<file path="config.mk">
export PLATFORM = sky130hd
export DESIGN_NAME = synth_control_pin_interface
export DESIGN_NICKNAME = d
export VERILOG_FILES = /design/src/synth_pins_pkg.sv /design/src/synth_control_pin_interface.sv /design/src/write_buffer.sv
export SDC_FILE = /design/constraint.sdc
export NUM_CORES = 1
export LEC_CHECK = 0
export BUFFER_PORTS_ARGS = -buffer_cell sky130_fd_sc_hd__buf_2
export CAP_MARGIN = 10
export CORE_UTILIZATION = 57
export CTS_BUF_LIST = sky130_fd_sc_hd__clkbuf_4 sky130_fd_sc_hd__clkbuf_8
export DETAILED_ROUTE_END_ITERATION = 8
export PLACE_DENSITY = 0.88
export REMOVE_ABC_BUFFERS = 1
export SLEW_MARGIN = 10
export SYNTH_ARGS = -nofsm -noshare
export SYNTH_HDL_FRONTEND = slang
export SYNTH_HIERARCHICAL = 1
export SYNTH_SLANG_ARGS = --single-unit
</file>
<file path="constraint.sdc">
create_clock -name core_clk_i -period 4.54 [get_ports core_clk_i]
set_input_delay 0.908 -clock core_clk_i [delete_from_list [all_inputs] [get_ports core_clk_i]]
set_output_delay 0.908 -clock core_clk_i [all_outputs]
set_load 0.02 [all_outputs]
</file>
<file path="src/synth_pins_pkg.sv">
// Contract
// - rising update strobe copies whole write buffer into active registers at once
// - active-high hardware reset returns all state to initial values
// - port abort resets serial controller asynchronously, active high
// - abort discards transfer in progress; host restarts only after abort low
// - three-wire mode: data pin input only, reads leave on serial out pin
// - two-wire mode: data pin carries both directions, serial out pin unused
// - serial transfers accepted only while active-low chip select is low
// - sync input from another device realigns own sync timing
// - free-running sync clock output as timing reference
// - with keying enabled, keying input level picks ramp up or ramp down
// - oscillator pin high enables oscillator section, low uses reference directly
// - dedicated external power-down input places device in power-down
// - core clock is reference times multiplier when in range, else reference
package synth_pins_pkg;

	// ----------------------------------------------------------------
	// register bank shape
	// ----------------------------------------------------------------
	localparam int REG_W = 32;
	localparam int NUM_REGS = 8;
	localparam int ADDR_W = 3;

	// ----------------------------------------------------------------
	// serial framing: instruction byte then one data word, msb first
	// ----------------------------------------------------------------
	localparam int INSTR_W = 8;
	localparam int INSTR_RW_BIT = 7;
	localparam logic [5:0] BIT_CNT_ZERO = 6'h00;
	localparam logic [5:0] BIT_CNT_ONE = 6'h01;

	// ----------------------------------------------------------------
	// timing
	// ----------------------------------------------------------------
	localparam int RESET_MIN_CYCLES = 5;
	localparam int SYNC_DIV = 4;
	localparam logic [1:0] SYNC_CNT_ZERO = 2'h0;
	localparam logic [1:0] SYNC_CNT_ONE = 2'h1;
	localparam logic [1:0] SYNC_CNT_HALF = 2'h2;

	// ----------------------------------------------------------------
	// reference multiplier range
	// ----------------------------------------------------------------
	localparam logic [4:0] MULT_MIN = 5'h04;
	localparam logic [4:0] MULT_MAX = 5'h14;
	localparam logic [4:0] MULT_UNITY = 5'h01;

	// ----------------------------------------------------------------
	// types
	// ----------------------------------------------------------------
	typedef struct packed {
		logic clk;
		logic sel_n;
		logic data;
	} serial_in_t;

	typedef struct packed {
		logic data;
		logic oe_n;
	} pin_drive_t;

	typedef enum logic [1:0] {
		ST_IDLE = 2'b00,
		ST_INSTR = 2'b01,
		ST_DATA = 2'b10
	} port_state_t;

	localparam int SYNC_W = 16;
	localparam logic [SYNC_W-1:0] SYNC_RST = 16'h4000;

endpackage

</file>
<file path="src/synth_control_pin_interface.sv">
`timescale 1ns/1ps
module synth_control_pin_interface
	import synth_pins_pkg::*;
#(
	parameter int NUM = NUM_REGS,
	parameter int W = REG_W,
	parameter int AW = ADDR_W
) (
	// clock and reset
	input wire logic core_clk_i,
	input wire logic reset_i,
	// serial port pins
	input wire serial_in_t serial_i,
	input wire logic serial_port_abort_i,
	input wire logic three_wire_mode_i,
	output pin_drive_t serial_data_o,
	output pin_drive_t serial_out_pin_o,
	// update strobe and active registers
	input wire logic io_update_i,
	output logic [NUM-1:0][W-1:0] active_regs_o,
	// multi-device sync
	input wire logic sync_in_i,
	output logic sync_clk_o,
	// shaped keying
	input wire logic keying_enable_i,
	input wire logic keying_ramp_direction_i,
	output logic ramp_up_o,
	// clock and power control
	input wire logic oscillator_enable_pin_i,
	input wire logic external_powerdown_pin_i,
	input wire logic [4:0] refclk_mult_i,
	output logic osc_section_en_o,
	output logic ref_direct_o,
	output logic powerdown_o,
	output logic [4:0] pll_factor_o,
	output logic pll_bypass_o
);

	// ----------------------------------------------------------------
	// pin synchronisers
	// ----------------------------------------------------------------
	logic [SYNC_W-1:0] meta_r;
	logic [SYNC_W-1:0] sync_r;
	wire logic [SYNC_W-1:0] raw_pins = {serial_i.clk, serial_i.sel_n, serial_i.data,
		serial_port_abort_i, io_update_i, sync_in_i, keying_enable_i,
		keying_ramp_direction_i, oscillator_enable_pin_i, external_powerdown_pin_i,
		three_wire_mode_i, refclk_mult_i};

	// two flops on every pin; only the second stage is read
	always_ff @(posedge core_clk_i) begin
		if (reset_i) begin
			meta_r <= SYNC_RST;
			sync_r <= SYNC_RST;
		end else begin
			meta_r <= raw_pins;
			sync_r <= meta_r;
		end
	end

	// named views of the synchronised pins
	wire logic sclk_s = sync_r[15];
	wire logic sel_n_s = sync_r[14];
	wire logic data_s = sync_r[13];
	wire logic abort_s = sync_r[12];
	wire logic update_s = sync_r[11];
	wire logic sync_in_s = sync_r[10];
	wire logic key_en_s = sync_r[9];
	wire logic key_dir_s = sync_r[8];
	wire logic osc_en_s = sync_r[7];
	wire logic pd_s = sync_r[6];
	wire logic three_wire_s = sync_r[5];
	wire logic [4:0] mult_s = sync_r[4:0];

	// ----------------------------------------------------------------
	// edge detection on synchronised levels
	// ----------------------------------------------------------------
	logic sclk_prev_r;
	logic update_prev_r;
	logic sync_in_prev_r;

	always_ff @(posedge core_clk_i) begin
		if (reset_i) begin
			sclk_prev_r <= 1'b0;
			update_prev_r <= 1'b0;
			sync_in_prev_r <= 1'b0;
		end else begin
			sclk_prev_r <= sclk_s;
			update_prev_r <= update_s;
			sync_in_prev_r <= sync_in_s;
		end
	end

	// bit clock edges come from the host clock pin
	wire logic sclk_rise = sclk_s & ~sclk_prev_r;
	wire logic sclk_fall = ~sclk_s & sclk_prev_r;
	wire logic update_rise = update_s & ~update_prev_r;
	wire logic sync_in_rise = sync_in_s & ~sync_in_prev_r;

	// ----------------------------------------------------------------
	// serial port controller
	// ----------------------------------------------------------------
	port_state_t state_r;
	port_state_t state_nxt;
	logic [5:0] bit_cnt_r;
	logic [5:0] bit_cnt_nxt;
	logic [INSTR_W-1:0] instr_r;
	logic [INSTR_W-1:0] instr_nxt;
	logic [W-1:0] shift_r;
	logic [W-1:0] shift_nxt;
	logic [W-1:0] rd_shift_r;
	logic [W-1:0] rd_shift_nxt;
	logic out_bit_r;
	logic out_bit_nxt;
	logic wr_en_r;
	logic wr_en_nxt;
	logic [AW-1:0] wr_addr_r;
	logic [W-1:0] wr_data_r;
	logic data_oe_n_r;
	logic so_oe_n_r;

	logic [NUM-1:0][W-1:0] buffer_words;
	logic [NUM-1:0][W-1:0] active_r;

	// decode of the instruction as it completes
	wire logic [INSTR_W-1:0] instr_new = {instr_r[INSTR_W-2:0], data_s};
	wire logic [AW-1:0] instr_new_addr = instr_new[AW-1:0];
	wire logic reading = instr_r[INSTR_RW_BIT];
	wire logic [W-1:0] word_new = {shift_r[W-2:0], data_s};
	wire logic instr_last = bit_cnt_r == 6'(INSTR_W - 1);
	wire logic data_last = bit_cnt_r == 6'(W - 1);
	wire logic [W-1:0] rd_word = active_r[instr_new_addr];

	// a reader drives only during its data phase; pin choice by wiring mode
	wire logic drive_nxt = (state_nxt == ST_DATA) && instr_nxt[INSTR_RW_BIT];

	// next state of the shift engine
	always_comb begin
		state_nxt = state_r;
		bit_cnt_nxt = bit_cnt_r;
		instr_nxt = instr_r;
		shift_nxt = shift_r;
		rd_shift_nxt = rd_shift_r;
		out_bit_nxt = out_bit_r;
		wr_en_nxt = 1'b0;
		if (abort_s || sel_n_s) begin
			// deselected or aborted: bit count starts over
			state_nxt = ST_IDLE;
			bit_cnt_nxt = BIT_CNT_ZERO;
		end else begin
			unique case (state_r)
				ST_IDLE: begin
					state_nxt = ST_INSTR;
					bit_cnt_nxt = BIT_CNT_ZERO;
				end
				ST_INSTR: begin
					if (sclk_rise) begin
						instr_nxt = instr_new;
						bit_cnt_nxt = bit_cnt_r + BIT_CNT_ONE;
						if (instr_last) begin
							state_nxt = ST_DATA;
							bit_cnt_nxt = BIT_CNT_ZERO;
							rd_shift_nxt = rd_word;
						end
					end
				end
				ST_DATA: begin
					if (sclk_fall && reading) begin
						// read bits change on the falling edge, msb first
						out_bit_nxt = rd_shift_r[W-1];
						rd_shift_nxt = {rd_shift_r[W-2:0], 1'b0};
					end
					if (sclk_rise) begin
						bit_cnt_nxt = bit_cnt_r + BIT_CNT_ONE;
						if (!reading) begin
							shift_nxt = word_new;
						end
						if (data_last) begin
							wr_en_nxt = !reading;
							state_nxt = ST_INSTR;
							bit_cnt_nxt = BIT_CNT_ZERO;
						end
					end
				end
				default: begin
					state_nxt = ST_IDLE;
					bit_cnt_nxt = BIT_CNT_ZERO;
				end
			endcase
		end
	end

	// abort clears the controller at once, without a clock
	always_ff @(posedge core_clk_i or posedge serial_port_abort_i) begin
		if (serial_port_abort_i) begin
			state_r <= ST_IDLE;
			bit_cnt_r <= BIT_CNT_ZERO;
			instr_r <= '0;
			shift_r <= '0;
			rd_shift_r <= '0;
			out_bit_r <= 1'b0;
			wr_en_r <= 1'b0; // no partial word reaches the buffer
		end else if (reset_i) begin
			state_r <= ST_IDLE;
			bit_cnt_r <= BIT_CNT_ZERO;
			instr_r <= '0;
			shift_r <= '0;
			rd_shift_r <= '0;
			out_bit_r <= 1'b0;
			wr_en_r <= 1'b0;
		end else begin
			state_r <= state_nxt;
			bit_cnt_r <= bit_cnt_nxt;
			instr_r <= instr_nxt;
			shift_r <= shift_nxt;
			rd_shift_r <= rd_shift_nxt;
			out_bit_r <= out_bit_nxt;
			wr_en_r <= wr_en_nxt;
		end
	end

	// output enables, released at once by abort
	always_ff @(posedge core_clk_i or posedge serial_port_abort_i) begin
		if (serial_port_abort_i) begin
			data_oe_n_r <= 1'b1;
			so_oe_n_r <= 1'b1;
		end else if (reset_i) begin
			data_oe_n_r <= 1'b1;
			so_oe_n_r <= 1'b1;
		end else begin
			data_oe_n_r <= !(drive_nxt && !three_wire_s);
			so_oe_n_r <= !(drive_nxt && three_wire_s);
		end
	end

	// write word and address held beside the strobe
	always_ff @(posedge core_clk_i) begin
		if (reset_i) begin
			wr_addr_r <= '0;
			wr_data_r <= '0;
		end else if (wr_en_nxt) begin
			wr_addr_r <= instr_r[AW-1:0];
			wr_data_r <= word_new;
		end
	end

	// ----------------------------------------------------------------
	// buffer and active registers
	// ----------------------------------------------------------------
	write_buffer #(
		.NUM(NUM),
		.W(W),
		.AW(AW)
	) u_buffer (
		.core_clk_i(core_clk_i),
		.reset_i(reset_i),
		.wr_en_i(wr_en_r),
		.wr_addr_i(wr_addr_r),
		.wr_data_i(wr_data_r),
		.words_o(buffer_words)
	);

	// whole buffer lands in one cycle, so the device never sees half a set
	always_ff @(posedge core_clk_i) begin
		if (reset_i) begin
			active_r <= '0;
		end else if (update_rise) begin
			active_r <= buffer_words;
		end
	end

	// ----------------------------------------------------------------
	// sync clock divider and keying direction
	// ----------------------------------------------------------------
	logic [1:0] sync_cnt_r;
	logic sync_clk_r;
	logic ramp_up_r;

	// a peer's sync clock edge restarts our phase
	wire logic [1:0] sync_cnt_nxt = sync_in_rise ? SYNC_CNT_ONE : sync_cnt_r + SYNC_CNT_ONE;
	wire logic sync_tick = sync_cnt_nxt == SYNC_CNT_ZERO;

	// divider never stops, even under abort
	always_ff @(posedge core_clk_i) begin
		if (reset_i) begin
			sync_cnt_r <= SYNC_CNT_HALF; // low half, matches the low output: no runt after reset
			sync_clk_r <= 1'b0;
		end else begin
			sync_cnt_r <= sync_cnt_nxt;
			sync_clk_r <= sync_cnt_nxt < SYNC_CNT_HALF;
		end
	end

	// sample keying once per sync period, when it is known to be still
	always_ff @(posedge core_clk_i) begin
		if (reset_i) begin
			ramp_up_r <= 1'b0;
		end else if (!key_en_s) begin
			ramp_up_r <= 1'b0; // pin ignored while keying is off
		end else if (sync_tick) begin
			ramp_up_r <= key_dir_s;
		end
	end

	// ----------------------------------------------------------------
	// clock source and power control
	// ----------------------------------------------------------------
	logic osc_en_r;
	logic ref_direct_r;
	logic pd_r;
	logic [4:0] pll_factor_r;
	logic pll_bypass_r;

	// out-of-range factors fall back to the bare reference
	wire logic mult_in_range = (mult_s >= MULT_MIN) && (mult_s <= MULT_MAX);

	always_ff @(posedge core_clk_i) begin
		if (reset_i) begin
			osc_en_r <= 1'b0;
			ref_direct_r <= 1'b1;
			pd_r <= 1'b0;
			pll_factor_r <= MULT_UNITY;
			pll_bypass_r <= 1'b1;
		end else begin
			osc_en_r <= osc_en_s;
			ref_direct_r <= !osc_en_s;
			pd_r <= pd_s;
			pll_factor_r <= mult_in_range ? mult_s : MULT_UNITY;
			pll_bypass_r <= !mult_in_range;
		end
	end

	// ----------------------------------------------------------------
	// outputs, all from flops
	// ----------------------------------------------------------------
	assign serial_data_o.data = out_bit_r;
	assign serial_data_o.oe_n = data_oe_n_r;
	assign serial_out_pin_o.data = out_bit_r;
	assign serial_out_pin_o.oe_n = so_oe_n_r;
	assign active_regs_o = active_r;
	assign sync_clk_o = sync_clk_r;
	assign ramp_up_o = ramp_up_r;
	assign osc_section_en_o = osc_en_r;
	assign ref_direct_o = ref_direct_r;
	assign powerdown_o = pd_r;
	assign pll_factor_o = pll_factor_r;
	assign pll_bypass_o = pll_bypass_r;

endmodule

</file>
<file path="src/write_buffer.sv">
`timescale 1ns/1ps
module write_buffer
	import synth_pins_pkg::*;
#(
	parameter int NUM = NUM_REGS,
	parameter int W = REG_W,
	parameter int AW = ADDR_W
) (
	// clock and reset
	input wire logic core_clk_i,
	input wire logic reset_i,
	// write port
	input wire logic wr_en_i,
	input wire logic [AW-1:0] wr_addr_i,
	input wire logic [W-1:0] wr_data_i,
	// every word at once, straight from the storage flops
	output logic [NUM-1:0][W-1:0] words_o
);

	// ----------------------------------------------------------------
	// storage, one word per entry
	// ----------------------------------------------------------------
	genvar g;
	generate
		for (g = 0; g < NUM; g++) begin : g_word
			wire logic hit = wr_en_i && (wr_addr_i == AW'(g));
			always_ff @(posedge core_clk_i) begin
				if (reset_i) begin
					words_o[g] <= '0;
				end else if (hit) begin
					words_o[g] <= wr_data_i;
				end
			end
		end
	endgenerate

endmodule

</file>
==> reports/metrics.yaml <==
rsz0062_at_grt: "no"
timing.fmax_ghz: 0.287
worstSetupEndpointType: "flop"
hold_viol: 0
syn-mean-instance-area_sq_um: 9.74
finClkSkew_ps: 29.1
path_class: "flop to flop"
peakVddDrop_mv: 0.305
path_max_fanout: 44
layout-drive-gt1-share: 0.197
clkLatencyLatePin_ps: 690
slew_headroom: 0.0993
cts.sinks: 678
core_sq_um: 46600
status: "finished, final reports clean"
grt-ovfl-total: 0
synthMuxAreaShare: 0.166
cp.required_ps: 5140
dp_hpwl_microns: 42600
highest_layer: "met4"
final_core_util: 0.658
synth.area.top_cells: "dfxtp_1, mux2i_1, nand2_1"
swShare: 0.216
netlist_area_sq_um: 26900
grt_pass1_wl_microns: 108000
rows: 79
gp_congestion: 0.825
switchingPower_uw: 2530
synth_edf_count: 0
regToRegSetupSlack_ps: 1060
timing.rr.end: "rd_shift_r[14]"
antenna_found_initial: 0
n_antenna_cell: 0
wl_met3_microns: 4050
synthAdderAreaFrac: 0.00233
vias: 20400
synth-seq-area-share: 0.521
die_h_microns: 219
vias_per_cell: 5.64
powerDensity_nw_per_um2: 383
cp-startpoint: "state_r[0]"
worst_pin_slew_ps: 1350
synth-simple-area-share: 0.179
yosysTopAreaCell: "dfxtp_1"
synthXorXnorAreaFrac: 0.000326
nets: 2956
p_comb_frac: 0.023
ioPinCount: 289
postCtsHoldBufs: 0
min_path_cells: 1
cts_tree: "done"
path_cells: "inv_1, ha_2, nand2b_2, o22ai_1, a21oi_1, a22o_1"
tns_ps: 0
crit_end: "rd_shift_r[14]"
seqPwrFrac: 0.511
synth_top_family_by_area: "simple AND/OR/NAND/NOR gates"
synth_compound_area_frac: 0.0842
grt_max_degree: 155
portBuffers: 288
path_clk_slew_ps: 60
multi_input_area_sq_um: 11700
pwr-share-clk: 0.466
drcViolationCount: 0
cts.repair.resized: 0
regArea_sq_um: 14000
track_usage: 0.286
synth-async-reset-ratio: 0.122
drtPass1Iterations: 6
grt_pass1_vias: 20200
slowest_stage: "nand2b_2"
crit_buf_inv: 1
post_cts_buffers: 0
synth.ff_latch_count: 678
yosys_warnings: 6
htree_levels: 3
wire_per_inst_microns: 19.2
wl_met2_microns: 34100
min_path_type: "flop to flop"
synth_cell_types: 56
cp-start-kind: "flop"
reg2regPathDepth: 6
area_growth_syn_to_layout_pct: 14.1
ant_nets: 0
syn_inst: 2757
final_max_slew_viol_count: 0
crit_cells: 6
synth-main-ff-cell: "dfxtp_1"
path_delay_family: "simple AND/OR/NAND/NOR gates"
die-area_sq_um: 48000
p_leak_uw: 0.0131
drt_iter0_markers: 1543
n_fill_cell: 3495
cts_root_buf: "clkbuf_8"
met1_length_microns: 28800
min_period_ps: 3480
crit_arrival_ps: 4090
start_util: 0.577
slowest_delay_ps: 1170
max-cap-violations: 0
reg2reg_from: "state_r[0]"
die_w_microns: 219
internal_power_uw: 9200
clk_path_buf_depth: 3
yosysTopAreaCellShare: 0.443
finalCritPeriodShare: 0.767
setup_viol: 0
routed_wirelength_microns: 69500
cts_buffers: 106
==> flip-flops by register name, summed over array words and instances (netlist names), 2 cells and up <==
| signal | count |
|---|---|
| sync_cnt_r | 2 |
| rd_shift_r | 32 |
| sync_r | 16 |
| wr_addr_r | 3 |
| bit_cnt_r | 6 |
| meta_r | 16 |
| pll_factor_o | 5 |
| shift_r | 31 |
| u_buffer/words_o | 256 |
| active_regs_o | 256 |
| instr_r | 8 |
| wr_data_r | 32 |
| state_r | 2 |
==> area by class of cell <==
type	count	share of cell area
Inverter	41	0.00510
Clock buffer	172	0.0683
Timing Repair Buffer	313	0.0559
Sequential cell	678	0.457
Multi-Input combinational cell	1793	0.382
Clock inverter	18	0.00678
Tap cell	607	0.0248
==> per-stage QoR <==
step / hold WS (ps) / setup WS, ps / power, uW / area (sq um) / instances
2_1_floorplan: 373 / -4370 / 6250 / 25800 / 2512
3_3_place_gp: 380 / 1290 / 6380 / 28400 / 3432
3_5_place_dp: 398 / 1240 / 6390 / 28400 / 3432
4_1_cts: 379 / 1190 / 11800 / 30700 / 3622
5_1_grt: 395 / 1020 / 12100 / 30700 / 3622
6_report: 410 / 1060 / 11700 / 30700 / 3622
==> worst min path at each step <==
stage / slack, ps / endpoint / from
finish: 410 / so_oe_n_r / sync_r[5]
global route: 390 / meta_r[11] / io_update_i
CTS: 380 / meta_r[11] / io_update_i
detailed placement: 400 / ref_direct_o / sync_r[7]
global placement: 380 / ref_direct_o / sync_r[7]
floorplan: 370 / so_oe_n_r / sync_r[5]
==> power groups by stage <==
stage / combinational (uW) / clock, uW / sequential, uW
2_1_floorplan: 119 / 0 / 6130
3_3_place_gp: 268 / 0 / 6120
3_5_place_dp: 273 / 0 / 6120
4_1_cts: 274 / 5550 / 5990
5_1_grt: 297 / 5830 / 5990
6_report: 273 / 5470 / 5990
==> placed cells by master, fill, tap and decap left out, drive strengths merged, types with 5 or more instances in the layout <==
cell type    n
a21oi      321
a22o        31
buf        313
clkbuf     172
clkinv       9
dfrtp       81
dfxtp      595
ha           5
inv         43
mux2i      301
mux4        64
nand2      581
nand2b     298
nand3        5
nor2        48
nor2b       37
nor3         7
o21ai        6
o22ai       33
or2          5
or3          6
==> kinds of logic after synthesis <==
| logic type | count (synthesis) |
|---|---|
| AOI/OAI and AO/OA | 408 |
| DFF | 678 |
| xor gates and xnor gates | 1 |
| adders and majority gates | 5 |
| and+or+nand+nor | 1013 |
| muxes | 366 |
| buffers and inverters | 286 |
==> synthesized netlist by cell type, drive strengths merged (6+ instances only) <==
master,instances
nor3,7
mux2i,301
nor2,48
buf,77
mux4,64
dfrtp,81
dfxtp,595
o22ai,33
or3,6
inv,41
o21ai,6
nor2b,37
nand2,581
a22o,31
clkbuf,168
a21oi,321
nand2b,298
==> layer usage <==
metal,up-vias,GRT usage
li1,9541,-
met1,9987,0.358
met2,743,0.479
met3,158,0.0516
met4,0,0.131
met5,-,0
Power figures use the tool's default switching activity.
